File: config.mk
export PLATFORM = sky130hd
export DESIGN_NAME = pct_top
export DESIGN_NICKNAME = d
export VERILOG_FILES = /design/src/pkg/pct_pkg.sv /design/src/design/pct_counter.sv /design/src/design/pct_top.sv
export VERILOG_INCLUDE_DIRS = /design/src /design/src/pkg
export SDC_FILE = /design/constraint.sdc
export NUM_CORES = 1
export LEC_CHECK = 0
export BUFFER_PORTS_ARGS = -buffer_cell sky130_fd_sc_hd__buf_2
export CAP_MARGIN = 5
export CORE_UTILIZATION = 25
export CTS_CLUSTER_DIAMETER = 60
export DETAILED_ROUTE_END_ITERATION = 6
export GPL_ROUTABILITY_DRIVEN = 1
export PLACE_DENSITY_LB_ADDON = 0.2
export SETUP_SLACK_MARGIN = 0.15
export SLEW_MARGIN = 30
export SYNTH_ARGS = -nofsm -noshare
export SYNTH_HDL_FRONTEND = slang
export SYNTH_SLANG_ARGS = --single-unit
File: constraint.sdc
create_clock -name clk_in -period 2.6 [get_ports clk_in]
set_input_delay 0.26 -clock clk_in [delete_from_list [all_inputs] [get_ports clk_in]]
set_output_delay 0.26 -clock clk_in [all_outputs]
set_load 0.02 [all_outputs]
File: src/pkg/pct_consts.svh
// Constants of the periodic clock timer: offsets, fields, resets, timing.
// Functional notes
// - Counter advances only while count_run is 1; run is 0 after reset.
// - 8-bit read-only count from zero; writing 1 to count_clear zeroes it.
// - Four read-write enables, bits 3..0 for 32/8/2/1 Hz, reset zero.
// - Each cause sets its sticky flag; writing 1 clears, writing 0 keeps.
`ifndef PCT_CONSTS_SVH
`define PCT_CONSTS_SVH

// ----------------------------------------------------------------------
// Register indices; the byte address is four times the index.
// ----------------------------------------------------------------------
`define PCT_IDX_CONTROL 30'h00005000
`define PCT_IDX_COUNT 30'h00005001
`define PCT_IDX_ENABLE 30'h00005002
`define PCT_IDX_FLAGS 30'h00005003

// ----------------------------------------------------------------------
// Field positions and reset values.
// ----------------------------------------------------------------------
`define PCT_BIT_RUN 0
`define PCT_BIT_CLEAR 4
`define PCT_IRQ_W 4
`define PCT_RST_BYTE 8'h00
`define PCT_RST_IRQ 4'h0
`define PCT_ZERO_PAD_24 24'h000000
`define PCT_ZERO_PAD_28 28'h0000000
`define PCT_ZERO_PAD_31 31'h00000000

// ----------------------------------------------------------------------
// Count bits whose falling edge marks each cause, 32/8/2/1 Hz.
// ----------------------------------------------------------------------
`define PCT_TAP_32HZ 2
`define PCT_TAP_8HZ 4
`define PCT_TAP_2HZ 6
`define PCT_TAP_1HZ 7

// ----------------------------------------------------------------------
// Timing: system clock and counter tick rate, in hertz.
// ----------------------------------------------------------------------
`define PCT_CLK_HZ 20000000
`define PCT_TICK_HZ 256
`define PCT_PRE_W 17
`define PCT_PRE_ZERO 17'h00000
`define PCT_PRE_ONE 17'h00001
`define PCT_HTRANS_NONSEQ_BIT 1
`define PCT_RESP_OKAY 1'h0

`endif

File: src/pkg/pct_pkg.sv
// Types shared by the periodic clock timer files.
package pct_pkg;
  typedef logic [7:0] pct_byte_t;
  typedef logic [3:0] pct_irq_t;
  typedef logic [16:0] pct_pre_t;
endpackage : pct_pkg

File: src/design/pct_counter.sv
// Prescaled 8-bit count with run, clear and periodic cause pulses.
`timescale 1ns/1ps
`include "pct_consts.svh"
module pct_counter
  import pct_pkg::*;
#(
  parameter int TICK_CYCLES = `PCT_CLK_HZ / `PCT_TICK_HZ
) (
  // Clock and reset.
  input wire logic clk_in,
  input wire logic rst_b_in,
  // Control.
  input wire logic run_in,
  input wire logic clear_in,
  // State and causes.
  output pct_byte_t count_out,
  output pct_irq_t cause_out
);
  // --------------------------------------------------------------------
  // Prescaler and counter.
  // --------------------------------------------------------------------
  pct_pre_t pre_reg;
  pct_pre_t pre_next;
  pct_byte_t count_reg;
  pct_byte_t count_next;
  wire tick = run_in && (pre_reg == `PCT_PRE_W'(TICK_CYCLES - 1));
  wire [7:0] count_inc = count_reg + 8'h01;
  wire [3:0] tap_old = {count_reg[`PCT_TAP_32HZ], count_reg[`PCT_TAP_8HZ],
                        count_reg[`PCT_TAP_2HZ], count_reg[`PCT_TAP_1HZ]};
  wire [3:0] tap_new = {count_inc[`PCT_TAP_32HZ], count_inc[`PCT_TAP_8HZ],
                        count_inc[`PCT_TAP_2HZ], count_inc[`PCT_TAP_1HZ]};

  // Clear restarts the prescaler too, so the first step after it is whole.
  assign pre_next = (clear_in || tick) ? `PCT_PRE_ZERO :
                    run_in ? pre_reg + `PCT_PRE_ONE : pre_reg;
  assign count_next = clear_in ? `PCT_RST_BYTE :
                      tick ? count_inc : count_reg;

  always_ff @(posedge clk_in) begin
    if (!rst_b_in) begin
      pre_reg <= `PCT_PRE_ZERO;
      count_reg <= `PCT_RST_BYTE;
    end else begin
      pre_reg <= pre_next;
      count_reg <= count_next;
    end
  end

  // --------------------------------------------------------------------
  // Cause pulses on the falling edge of each tap bit.
  // --------------------------------------------------------------------
  genvar i;
  generate
    for (i = 0; i < `PCT_IRQ_W; i = i + 1) begin : g_cause
      assign cause_out[i] = tick && !clear_in && tap_old[i] && !tap_new[i];
    end
  endgenerate

  assign count_out = count_reg;
endmodule : pct_counter

File: src/design/pct_top.sv
// Periodic clock timer with AHB-Lite register slave and interrupt.
//
// The AHB-Lite slave port is this design's own decision.
`timescale 1ns/1ps
`include "pct_consts.svh"
module pct_top
  import pct_pkg::*;
#(
  parameter int TICK_CYCLES = `PCT_CLK_HZ / `PCT_TICK_HZ
) (
  // Clock and reset.
  input wire logic clk_in,
  input wire logic rst_b_in,
  // AHB-Lite slave.
  input wire logic hsel_in,
  input wire logic [31:0] haddr_in,
  input wire logic [1:0] htrans_in,
  input wire logic hwrite_in,
  input wire logic [2:0] hsize_in,
  input wire logic [31:0] hwdata_in,
  input wire logic hready_in,
  output logic [31:0] hrdata_out,
  output logic hreadyout_out,
  output logic hresp_out,
  // Interrupt.
  output logic irq_out
);
  // --------------------------------------------------------------------
  // Address phase capture.
  // --------------------------------------------------------------------
  logic wr_pend_reg;
  logic [29:0] wr_idx_reg;
  logic run_reg;
  logic run_next;
  pct_irq_t en_reg;
  pct_irq_t en_next;
  pct_irq_t flag_reg;
  pct_irq_t flag_next;
  logic [31:0] rdata_reg;
  logic [31:0] rdata_next;
  pct_byte_t count_value;
  pct_irq_t cause;

  // The size is not checked; only whole-word transfers are expected.
  wire addr_valid = hsel_in && hready_in && htrans_in[`PCT_HTRANS_NONSEQ_BIT];
  wire addr_wr = addr_valid && hwrite_in;
  wire addr_rd = addr_valid && !hwrite_in;
  wire [29:0] addr_idx = haddr_in[31:2];
  wire unused_ok = &{1'b0, hsize_in, haddr_in[1:0]};

  // --------------------------------------------------------------------
  // Data phase write decode.
  // --------------------------------------------------------------------
  wire wr_ctl = wr_pend_reg && (wr_idx_reg == `PCT_IDX_CONTROL);
  wire wr_en = wr_pend_reg && (wr_idx_reg == `PCT_IDX_ENABLE);
  wire wr_flag = wr_pend_reg && (wr_idx_reg == `PCT_IDX_FLAGS);
  wire count_clear = wr_ctl && hwdata_in[`PCT_BIT_CLEAR];
  // A read right behind a clear must not show the stale count.
  wire [7:0] count_shown = count_clear ? `PCT_RST_BYTE : count_value;
  wire [3:0] flag_w1c = wr_flag ? hwdata_in[`PCT_IRQ_W-1:0] : `PCT_RST_IRQ;

  assign run_next = wr_ctl ? hwdata_in[`PCT_BIT_RUN] : run_reg;
  assign en_next = wr_en ? hwdata_in[`PCT_IRQ_W-1:0] : en_reg;
  // A cause in the cycle of its clear keeps the flag set.
  assign flag_next = (flag_reg & ~flag_w1c) | cause;

  // --------------------------------------------------------------------
  // Read data, built from next values (the count from count_shown, not count_next) so a write just before is seen.
  // --------------------------------------------------------------------
  wire rd_ctl = addr_rd && (addr_idx == `PCT_IDX_CONTROL);
  wire rd_cnt = addr_rd && (addr_idx == `PCT_IDX_COUNT);
  wire rd_en = addr_rd && (addr_idx == `PCT_IDX_ENABLE);
  wire rd_flag = addr_rd && (addr_idx == `PCT_IDX_FLAGS);

  always_comb begin
    rdata_next = 32'h00000000;
    if (rd_ctl) begin
      rdata_next = {`PCT_ZERO_PAD_31, run_next};
    end else if (rd_cnt) begin
      rdata_next = {`PCT_ZERO_PAD_24, count_shown};
    end else if (rd_en) begin
      rdata_next = {`PCT_ZERO_PAD_28, en_next};
    end else if (rd_flag) begin
      rdata_next = {`PCT_ZERO_PAD_28, flag_next};
    end
  end

  // --------------------------------------------------------------------
  // Registers.
  // --------------------------------------------------------------------
  always_ff @(posedge clk_in) begin
    if (!rst_b_in) begin
      wr_pend_reg <= 1'b0;
      wr_idx_reg <= 30'h00000000;
      rdata_reg <= 32'h00000000;
    end else begin
      wr_pend_reg <= addr_wr;
      wr_idx_reg <= addr_idx;
      rdata_reg <= rdata_next;
    end
  end

  always_ff @(posedge clk_in) begin
    if (!rst_b_in) begin
      run_reg <= 1'b0;
      en_reg <= `PCT_RST_IRQ;
      flag_reg <= `PCT_RST_IRQ;
    end else begin
      run_reg <= run_next;
      en_reg <= en_next;
      flag_reg <= flag_next;
    end
  end

  // --------------------------------------------------------------------
  // Counter core.
  // --------------------------------------------------------------------
  pct_counter #(
    .TICK_CYCLES(TICK_CYCLES)
  ) pct_counter_i (
    .clk_in(clk_in),
    .rst_b_in(rst_b_in),
    .run_in(run_reg),
    .clear_in(count_clear),
    .count_out(count_value),
    .cause_out(cause)
  );

  // --------------------------------------------------------------------
  // Outputs.
  // --------------------------------------------------------------------
  assign hrdata_out = rdata_reg;
  assign hreadyout_out = 1'b1 | unused_ok;
  assign hresp_out = `PCT_RESP_OKAY;
  assign irq_out = |(flag_reg & en_reg);
endmodule : pct_top

# Word-level counts from Yosys, hierarchy flattened

Cells that the tools add are included.

Bits in registers: 97
Bits of input ports: 74
Output and inout bits: 35

Add/sub/neg operators: 2
Equality and inequality tests: 8
Muxes and demuxes: 8
Bitwise logic cells: 5
Reductions and logical operators: 34

Operators with widths:

| operator                                                                 | number |
|---|---|
| 30-bit by 15-bit equality test with 1-bit output (second input constant) | 7 |
| 1-bit logical AND                                                        | 22 |
| 17-bit by 1-bit adder with 17-bit output (second input constant)         | 1 |
| 17-bit equality test (second input constant)                             | 1 |
| 4-bit 2-to-1 mux                                                         | 4 |
| 8-bit 2-to-1 mux                                                         | 2 |
| 8-bit by 1-bit adder with 8-bit output (second input constant)           | 1 |
| 4-bit AND                                                                | 2 |
| 4-bit OR reduction                                                       | 2 |
| 1-bit zero test                                                          | 6 |
| 2-bit OR reduction                                                       | 3 |
| 4-bit inverter                                                           | 1 |
| 4-bit bitwise OR                                                         | 1 |
| 1-bit 2-to-1 mux                                                         | 2 |
| 1-bit logical OR                                                         | 1 |
| 1-bit inverter                                                           | 1 |

# Longest topological paths before layout

Gate-level depths: netlist of the first run.

Depth after elaboration: 12
Depth in mapped cells: 9
Mapped depth without buffers: 8

# By module

From an unflattened synthesis of the first run, not the netlist that was laid out.

Cell total of the unflattened synthesis: 345
Area total of the unflattened synthesis: 3311.9 µm²

By module, submodules not included:

| module      | instances | cells an instance | area an instance (µm²) | sequential area each (µm²) |
|---|---|---|---|---|
| pct_top     | 1         | 190               | 1980.6                 | 960.9 |
| pct_counter | 1         | 155               | 1331.3                 | 500.5 |

# Worst setup path before layout of the first run

Ideal clock, no wire load.

Kind: register to register
Start point: reg wr_idx_reg[24]
End point: reg rdata_reg[0], in the netlist hrdata_out[0]
Library setup time: 0.120 ns
Arrival time: 1.787 ns
Slack: 0.694 ns
Cell stages (with the launch flop): 7
Path buffers: 0
Clock period less this slack: 1.906 ns
Cells stage by stage: dfxtp_1 > nor4_1 > nand4_1 > nor4_4 > mux2i_1 > a21boi_1 > o31a_1

Cells in the longest elaborated chain, start to end: 12
Elaborated cells between the ends (all ways): 22

Ends and longest elaborated chain:

| what                                                              | line              | source |
|---|---|---|
| from (decl)                                                       | pct_top.sv:32     | `logic [29:0] wr_idx_reg;` |
| from (signal assigned)                                            | pct_top.sv:98     | `wr_idx_reg <= addr_idx;` |
| 30-bit by 15-bit equality test with 1-bit output (no source line) | n/a               |  |
| 1-bit logical AND                                                 | pct_top.sv:54     | `` wire wr_ctl = wr_pend_reg && (wr_idx_reg == `PCT_IDX_CONTROL); `` |
| 1-bit logical AND                                                 | pct_top.sv:57     | `` wire count_clear = wr_ctl && hwdata_in[`PCT_BIT_CLEAR]; `` |
| 1-bit zero test                                                   | pct_counter.sv:55 | `assign cause_out[i] = tick && !clear_in && tap_old[i] && !tap_new[i];` |
| 1-bit logical AND (3 in a row)                                    | pct_counter.sv:55 |  |
| 4-bit bitwise OR                                                  | pct_top.sv:65     | `assign flag_next = (flag_reg & ~flag_w1c) \| cause;` |
| 4-bit 2-to-1 mux                                                  | pct_top.sv:83     | `end else if (rd_flag) begin` |
| 4-bit 2-to-1 mux                                                  | pct_top.sv:81     | `end else if (rd_en) begin` |
| 8-bit 2-to-1 mux                                                  | pct_top.sv:79     | `end else if (rd_cnt) begin` |
| 1-bit 2-to-1 mux (*)                                              | pct_top.sv:77     | `if (rd_ctl) begin` |
| to (signal assigned)                                              | pct_top.sv:99     | `rdata_reg <= rdata_next;` |
| to (decl)                                                         | pct_top.sv:39     | `logic [31:0] rdata_reg;` |

Every way passes the cells marked *; elsewhere a longest branch is shown, timed or not.
A chain may end at the register's enable or synchronous reset.

# Final worst setup path of the first run

Ends and elaborated chain as after synthesis.

==> flow_summary.toml, run 1 <==
[run_status]
status = "completed"

[run]
maxCapViolations = 0

[worst_setup_path]
crit_path_max_fanout = 5
end_kind = "flop"
path_cells = "nor4_1 > nand4_1 > nor4_4 > mux2i_1 > a21boi_1 > o31a_1"
rrSetupSlack_ns = 0.41
cp.required_ns = 2.80
worst_path_max_delay_cell = "nand4_1"
critPathMaxStageDelay_ns = 0.40
startpoint_type = "flop"
crit_type = "reg -> reg"
cp.arrival_ns = 2.39

[logic_synthesis]
synth_cell_types = 43
mappedNetlistArea_um2 = 3125
yosys.area_share.simple = 0.3042
syn_inst = 332
synth_xor_area_frac = 0.05885
synth_fa_ha_area_frac = 0.01201
async_reset_ff_frac = 0
ys_seq_area_frac = 0.4676
synth-edff-count = 0
synth_compound_area_frac = 0.04444
synth.top_cell.area_share = 0.4676
synth_area_leaders = "dfxtp_1, and2_1, buf_4"
yosys.area.top_type = "dfxtp_1"
yosysWarningCount = 0
synth_top_family_by_area = "simple AND/OR/NAND/NOR gates"
synth.avg_cell_area_um2 = 9.414
ys_ff_latch = 73
synth_mux_area_frac = 0.01922
synth_ff_type = "dfxtp_1"

[cts]
cts_root_buffer = "clkbuf_16"
clock_path_buffers = 2
cts.sink_count = 73
cts_buffers = 9
clk-insertion-delay-late_ns = 0.32
cts_tree = "built"
clkTransAtPathRegs_ns = 0.05
cts_setup_buffers = 0
postCtsHoldBufs = 0
htreeDepth = 3
cts_resized = 0

[drt]
antenna_left = 0
route.detailed.drc = 0
viasPerCell = 4.124
drt-total-wl_um = 6223
routedWlPerCell_um = 11.17
first_iter_violations = 95
first_pass_iters = 4
vias = 2297

[finish]
final_common_cell = "dfxtp_1"
fin_util = 0.3068
layout_common_cells = "dfxtp_1, buf_2, nor2_1"
largest_reg_flops = 30
diodes = 0
drive_above_1_share = 0.2005
area_growth_pct = 18.89
nets = 463
n_fill_cell = 1301

[global_routing]
met3_usage = 0.03029
grt_use_met1 = 0.1351
grt_usage = 0.1057
top_usage_layer = "met2"
grt_pass1_vias = 2202
antenna_found_initial = 0
gr-usage-met2 = 0.1667
grt_pass1_wl_um = 10560
grt_max_degree = 22
grt_overflow = 0

[sta]
worst_pin_slew_ns = 0.5593
relSlewSlack = 0.6243
tns_ns = 0
timing.fmax_mhz = 457.4
setup_viol_count_final = 0
finalHoldViolCount = 0
skew_ns = 0.004739
maxSlewViolCount = 0
min_period_ns = 2.186
rsz0062_at_grt = "false"
fin_crit_sh = 0.8408

[die]
die_height_um = 113.8
core_um2 = 12110
io-pin-count = 109
dieArea_um2 = 12950
die_x_um = 113.8
initial_core_util = 0.2581
rows = 40

[power]
vdd_drop_max_mv = 0.2624
powerDensity_nw_per_um2 = 627.6
total_power_mw = 2.332
p_leak_nw = 1.462

[placed_design]
hpwl_um = 4821
port_buffers = 49
globalplace.congestion = 0.7710

[min_path]
hp-class = "in -> reg"
per-stage QoR:
stage | std cells | instance area, µm² | hold WS [ns] | worst slack (ns)
floorplan | 356 | 3216 | 0.3817 | 0.6937
global placement | 543 | 3465 | 0.4838 | 0.4139
detailed placement | 543 | 3465 | 0.4824 | 0.4030
CTS | 557 | 3716 | 0.1423 | 0.3919
global route | 557 | 3716 | 0.1483 | 0.2406
finish | 557 | 3716 | 0.1558 | 0.4140
routing by layer:
layer,vias up,part of all wire
met2,42,0.45
met1,1061,0.49
met5,-,0
met4,0,0.017
met3,9,0.040
li1,1185,-
cell families after synthesis:
logic type,after synthesis
AO/OA/AOI/OAI,21
XOR/XNOR,21
adder cells (fa/ha/maj),3
buffers and inverters,46
flip-flops,73
multiplexers,6
other,2
AND/OR/NAND/NOR,160
cell usage after synthesis, types with 9 or more instances:
master	instances
xor2_1	9
nand4_1	12
nor4_1	9
dfxtp_1	73
and2_1	35
nand3_1	9
xnor2_1	12
nand2_1	11
nor3_1	9
buf_4	28
nor2_1	45
inv_1	11
critical path, delay by kind of cell (launching register included):
family | cells | cell delay (ns)
AO/OA/AOI/OAI | 2 | 0.38
AND/OR/NAND/NOR | 3 | 1.08
multiplexers | 1 | 0.31
flip-flops | 1 | 0.30
area by class of cell:
cell class                 count  area [µm²]  area share
multi-input combinational    237        1469      0.3953
sequential                    73        1461      0.3933
timing repair buffer          54       282.8     0.07609
clock buffer                  10       229.0     0.06162
tap                          168       210.2     0.05657
inverter                      11       41.29     0.01111
clock inverter                 4       22.52    0.006061
where the power goes:
part / total (mW) / internal, mW / leakage [nW] / switching, mW
registers: 1.15 / 1.14 / 0.596 / 0.00964
clock network: 1.05 / 0.629 / 0.124 / 0.424
logic: 0.125 / 0.0451 / 0.742 / 0.0797
total: 2.33 / 1.82 / 1.46 / 0.514
path summary, 6_finish.rpt:
check                                   from       endpoint  cells after the start
setup reg to reg              wr_idx_reg[24]  hrdata_out[0]                      6
setup / recovery              wr_idx_reg[24]  hrdata_out[0]                      6
hold reg to reg   pct_counter_i.count_out[6]  hrdata_out[6]                      1
hold / removal                   haddr_in[6]  wr_idx_reg[4]                      2
No activity file was read; power rests on OpenSTA's default activity.
==> run 2: changes to the inputs <==
==> constraint.sdc (replaced) <==
create_clock -name clk_in -period 1.9 [get_ports clk_in]
set_input_delay 0.19 -clock clk_in [delete_from_list [all_inputs] [get_ports clk_in]]
set_output_delay 0.19 -clock clk_in [all_outputs]
set_load 0.02 [all_outputs]
==> flow_summary.toml, run 2 (synthesized netlist as in run 1, its figures left out) <==
[global_routing]
grt_usage = 0.1107
grt_pass1_wl_um = 11210
grt_max_degree = 30
antenna_found_initial = 0
grt_overflow = 0
grt_pass1_vias = 2356

[worst_setup_path]
end_kind = "flop"
cp.required_ns = 2.12
cp.arrival_ns = 2.12
crit_type = "reg -> reg"
startpoint_type = "flop"
crit_path_max_fanout = 4

[cts]
cts.sink_count = 73
cts_buffers = 9
clock_path_buffers = 2
clk-insertion-delay-late_ns = 0.33
clkTransAtPathRegs_ns = 0.06
postCtsHoldBufs = 0
cts_root_buffer = "clkbuf_16"
htreeDepth = 3
cts_tree = "built"

[die]
initial_core_util = 0.2581
die_height_um = 113.8
core_um2 = 12110
dieArea_um2 = 12950
io-pin-count = 109
rows = 40
die_x_um = 113.8

[power]
p_clk_frac = 0.490
p_seq_frac = 0.456
switchingPower_mw = 0.7830
p_comb_frac = 0.054
swShare = 0.2250
powerDensity_nw_per_um2 = 853.1
vdd_drop_max_mv = 0.3929
p_int_mw = 2.697
p_leak_nw = 1.654
total_power_mw = 3.480

[drt]
first_pass_iters = 4
viasPerCell = 4.085
first_iter_violations = 118
routedWlPerCell_um = 11.29
route.detailed.drc = 0
antenna_left = 0
vias = 2361
drt-total-wl_um = 6526

[sta]
worst_slack_ns = -0.0001996
tns_ns = -0.0001996
rsz0062_at_grt = "true"
min_period_ns = 1.900
fin_crit_sh = 1.000
timing.fmax_mhz = 526.3
maxSlewViolCount = 0
setup_viol_count_final = 1
fin_hold_ws_ns = 0.07284
skew_ns = 0.005958
finalHoldViolCount = 0

[run_status]
status = "complete, but fails checks"
violations = "setup timing"

[finish]
stdcell_count = 578
n_fill_cell = 1285
final_common_cell = "dfxtp_1"
drive_above_1_share = 0.3024
nets = 482
diodes = 0
largest_reg_flops = 30
area_growth_pct = 30.50
layout_common_cells = "dfxtp_1, buf_2, nor2_1"

[min_path]
hp-class = "in -> reg"

[placed_design]
port_buffers = 49
place_inst = 558
hpwl_um = 4887
globalplace.congestion = 0.7695

[run]
maxCapViolations = 0
-- run 2: power by group through the flow --
stage	sequential (mW)	combinational, mW	clock (mW)
floorplan	1.61	0.147	0
global placement	1.61	0.181	0
detailed placement	1.61	0.181	0
CTS	1.58	0.186	1.75
global route	1.59	0.206	1.82
finish	1.59	0.189	1.71
-- run 2: critical path, stage by stage, from the launching register on --
cell and delay [ns]:
dfxtp_2 0.32, nor4_4 0.27, nand4_1 0.14, buf_6 0.16, nor4_4 0.26, mux2i_1 0.27
a21boi_1 0.09, o31a_1 0.27
-- run 2: area by class of cell --
cell class                 count  area [µm²]  area share
multi-input combinational    237        1609      0.3945
sequential                    73        1468      0.3598
timing repair buffer          73       445.4      0.1092
clock buffer                  10       239.0     0.05859
tap                          168       210.2     0.05153
clock inverter                 6       66.31     0.01626
inverter                      11       41.29     0.01012
-- run 2: through the flow --
stage / instance area (µm²) / setup slack (ns) / utilization
finish: 4079 / -0.0001996 / 0.3368
global route: 4079 / -0.1159 / 0.3368
CTS: 3991 / -0.01380 / 0.3295
detailed placement: 3616 / -0.09215 / 0.2986
global placement: 3616 / -0.08047 / 0.2986
floorplan: 3246 / -0.006349 / -
-- run 2: path summary, 6_finish.rpt --
kind	from	end	slack [ns]	cells after the start
min	haddr_in[14]	wr_idx_reg[12]	0.07	2
max	wr_idx_reg[24]	hrdata_out[0]	-0.0002	7
min reg2reg	pct_counter_i.count_out[6]	hrdata_out[6]	0.50	1
max reg2reg	wr_idx_reg[24]	hrdata_out[0]	-0.0002	7
-- run 2: timing repair --
action / in CTS / in global routing
setup buffers: 1 / 3
gates resized for setup: 12 / 15
pin swaps: 5 / 10
setup endpoints to repair: 40 / 41
-- run 2: routing by layer --
layer,up-vias,global-route usage,part of all wire
met1,1079,0.1377,0.49
met4,0,0.04675,0.019
met5,-,0,0
met3,10,0.02922,0.032
li1,1227,-,-
met2,45,0.1809,0.46
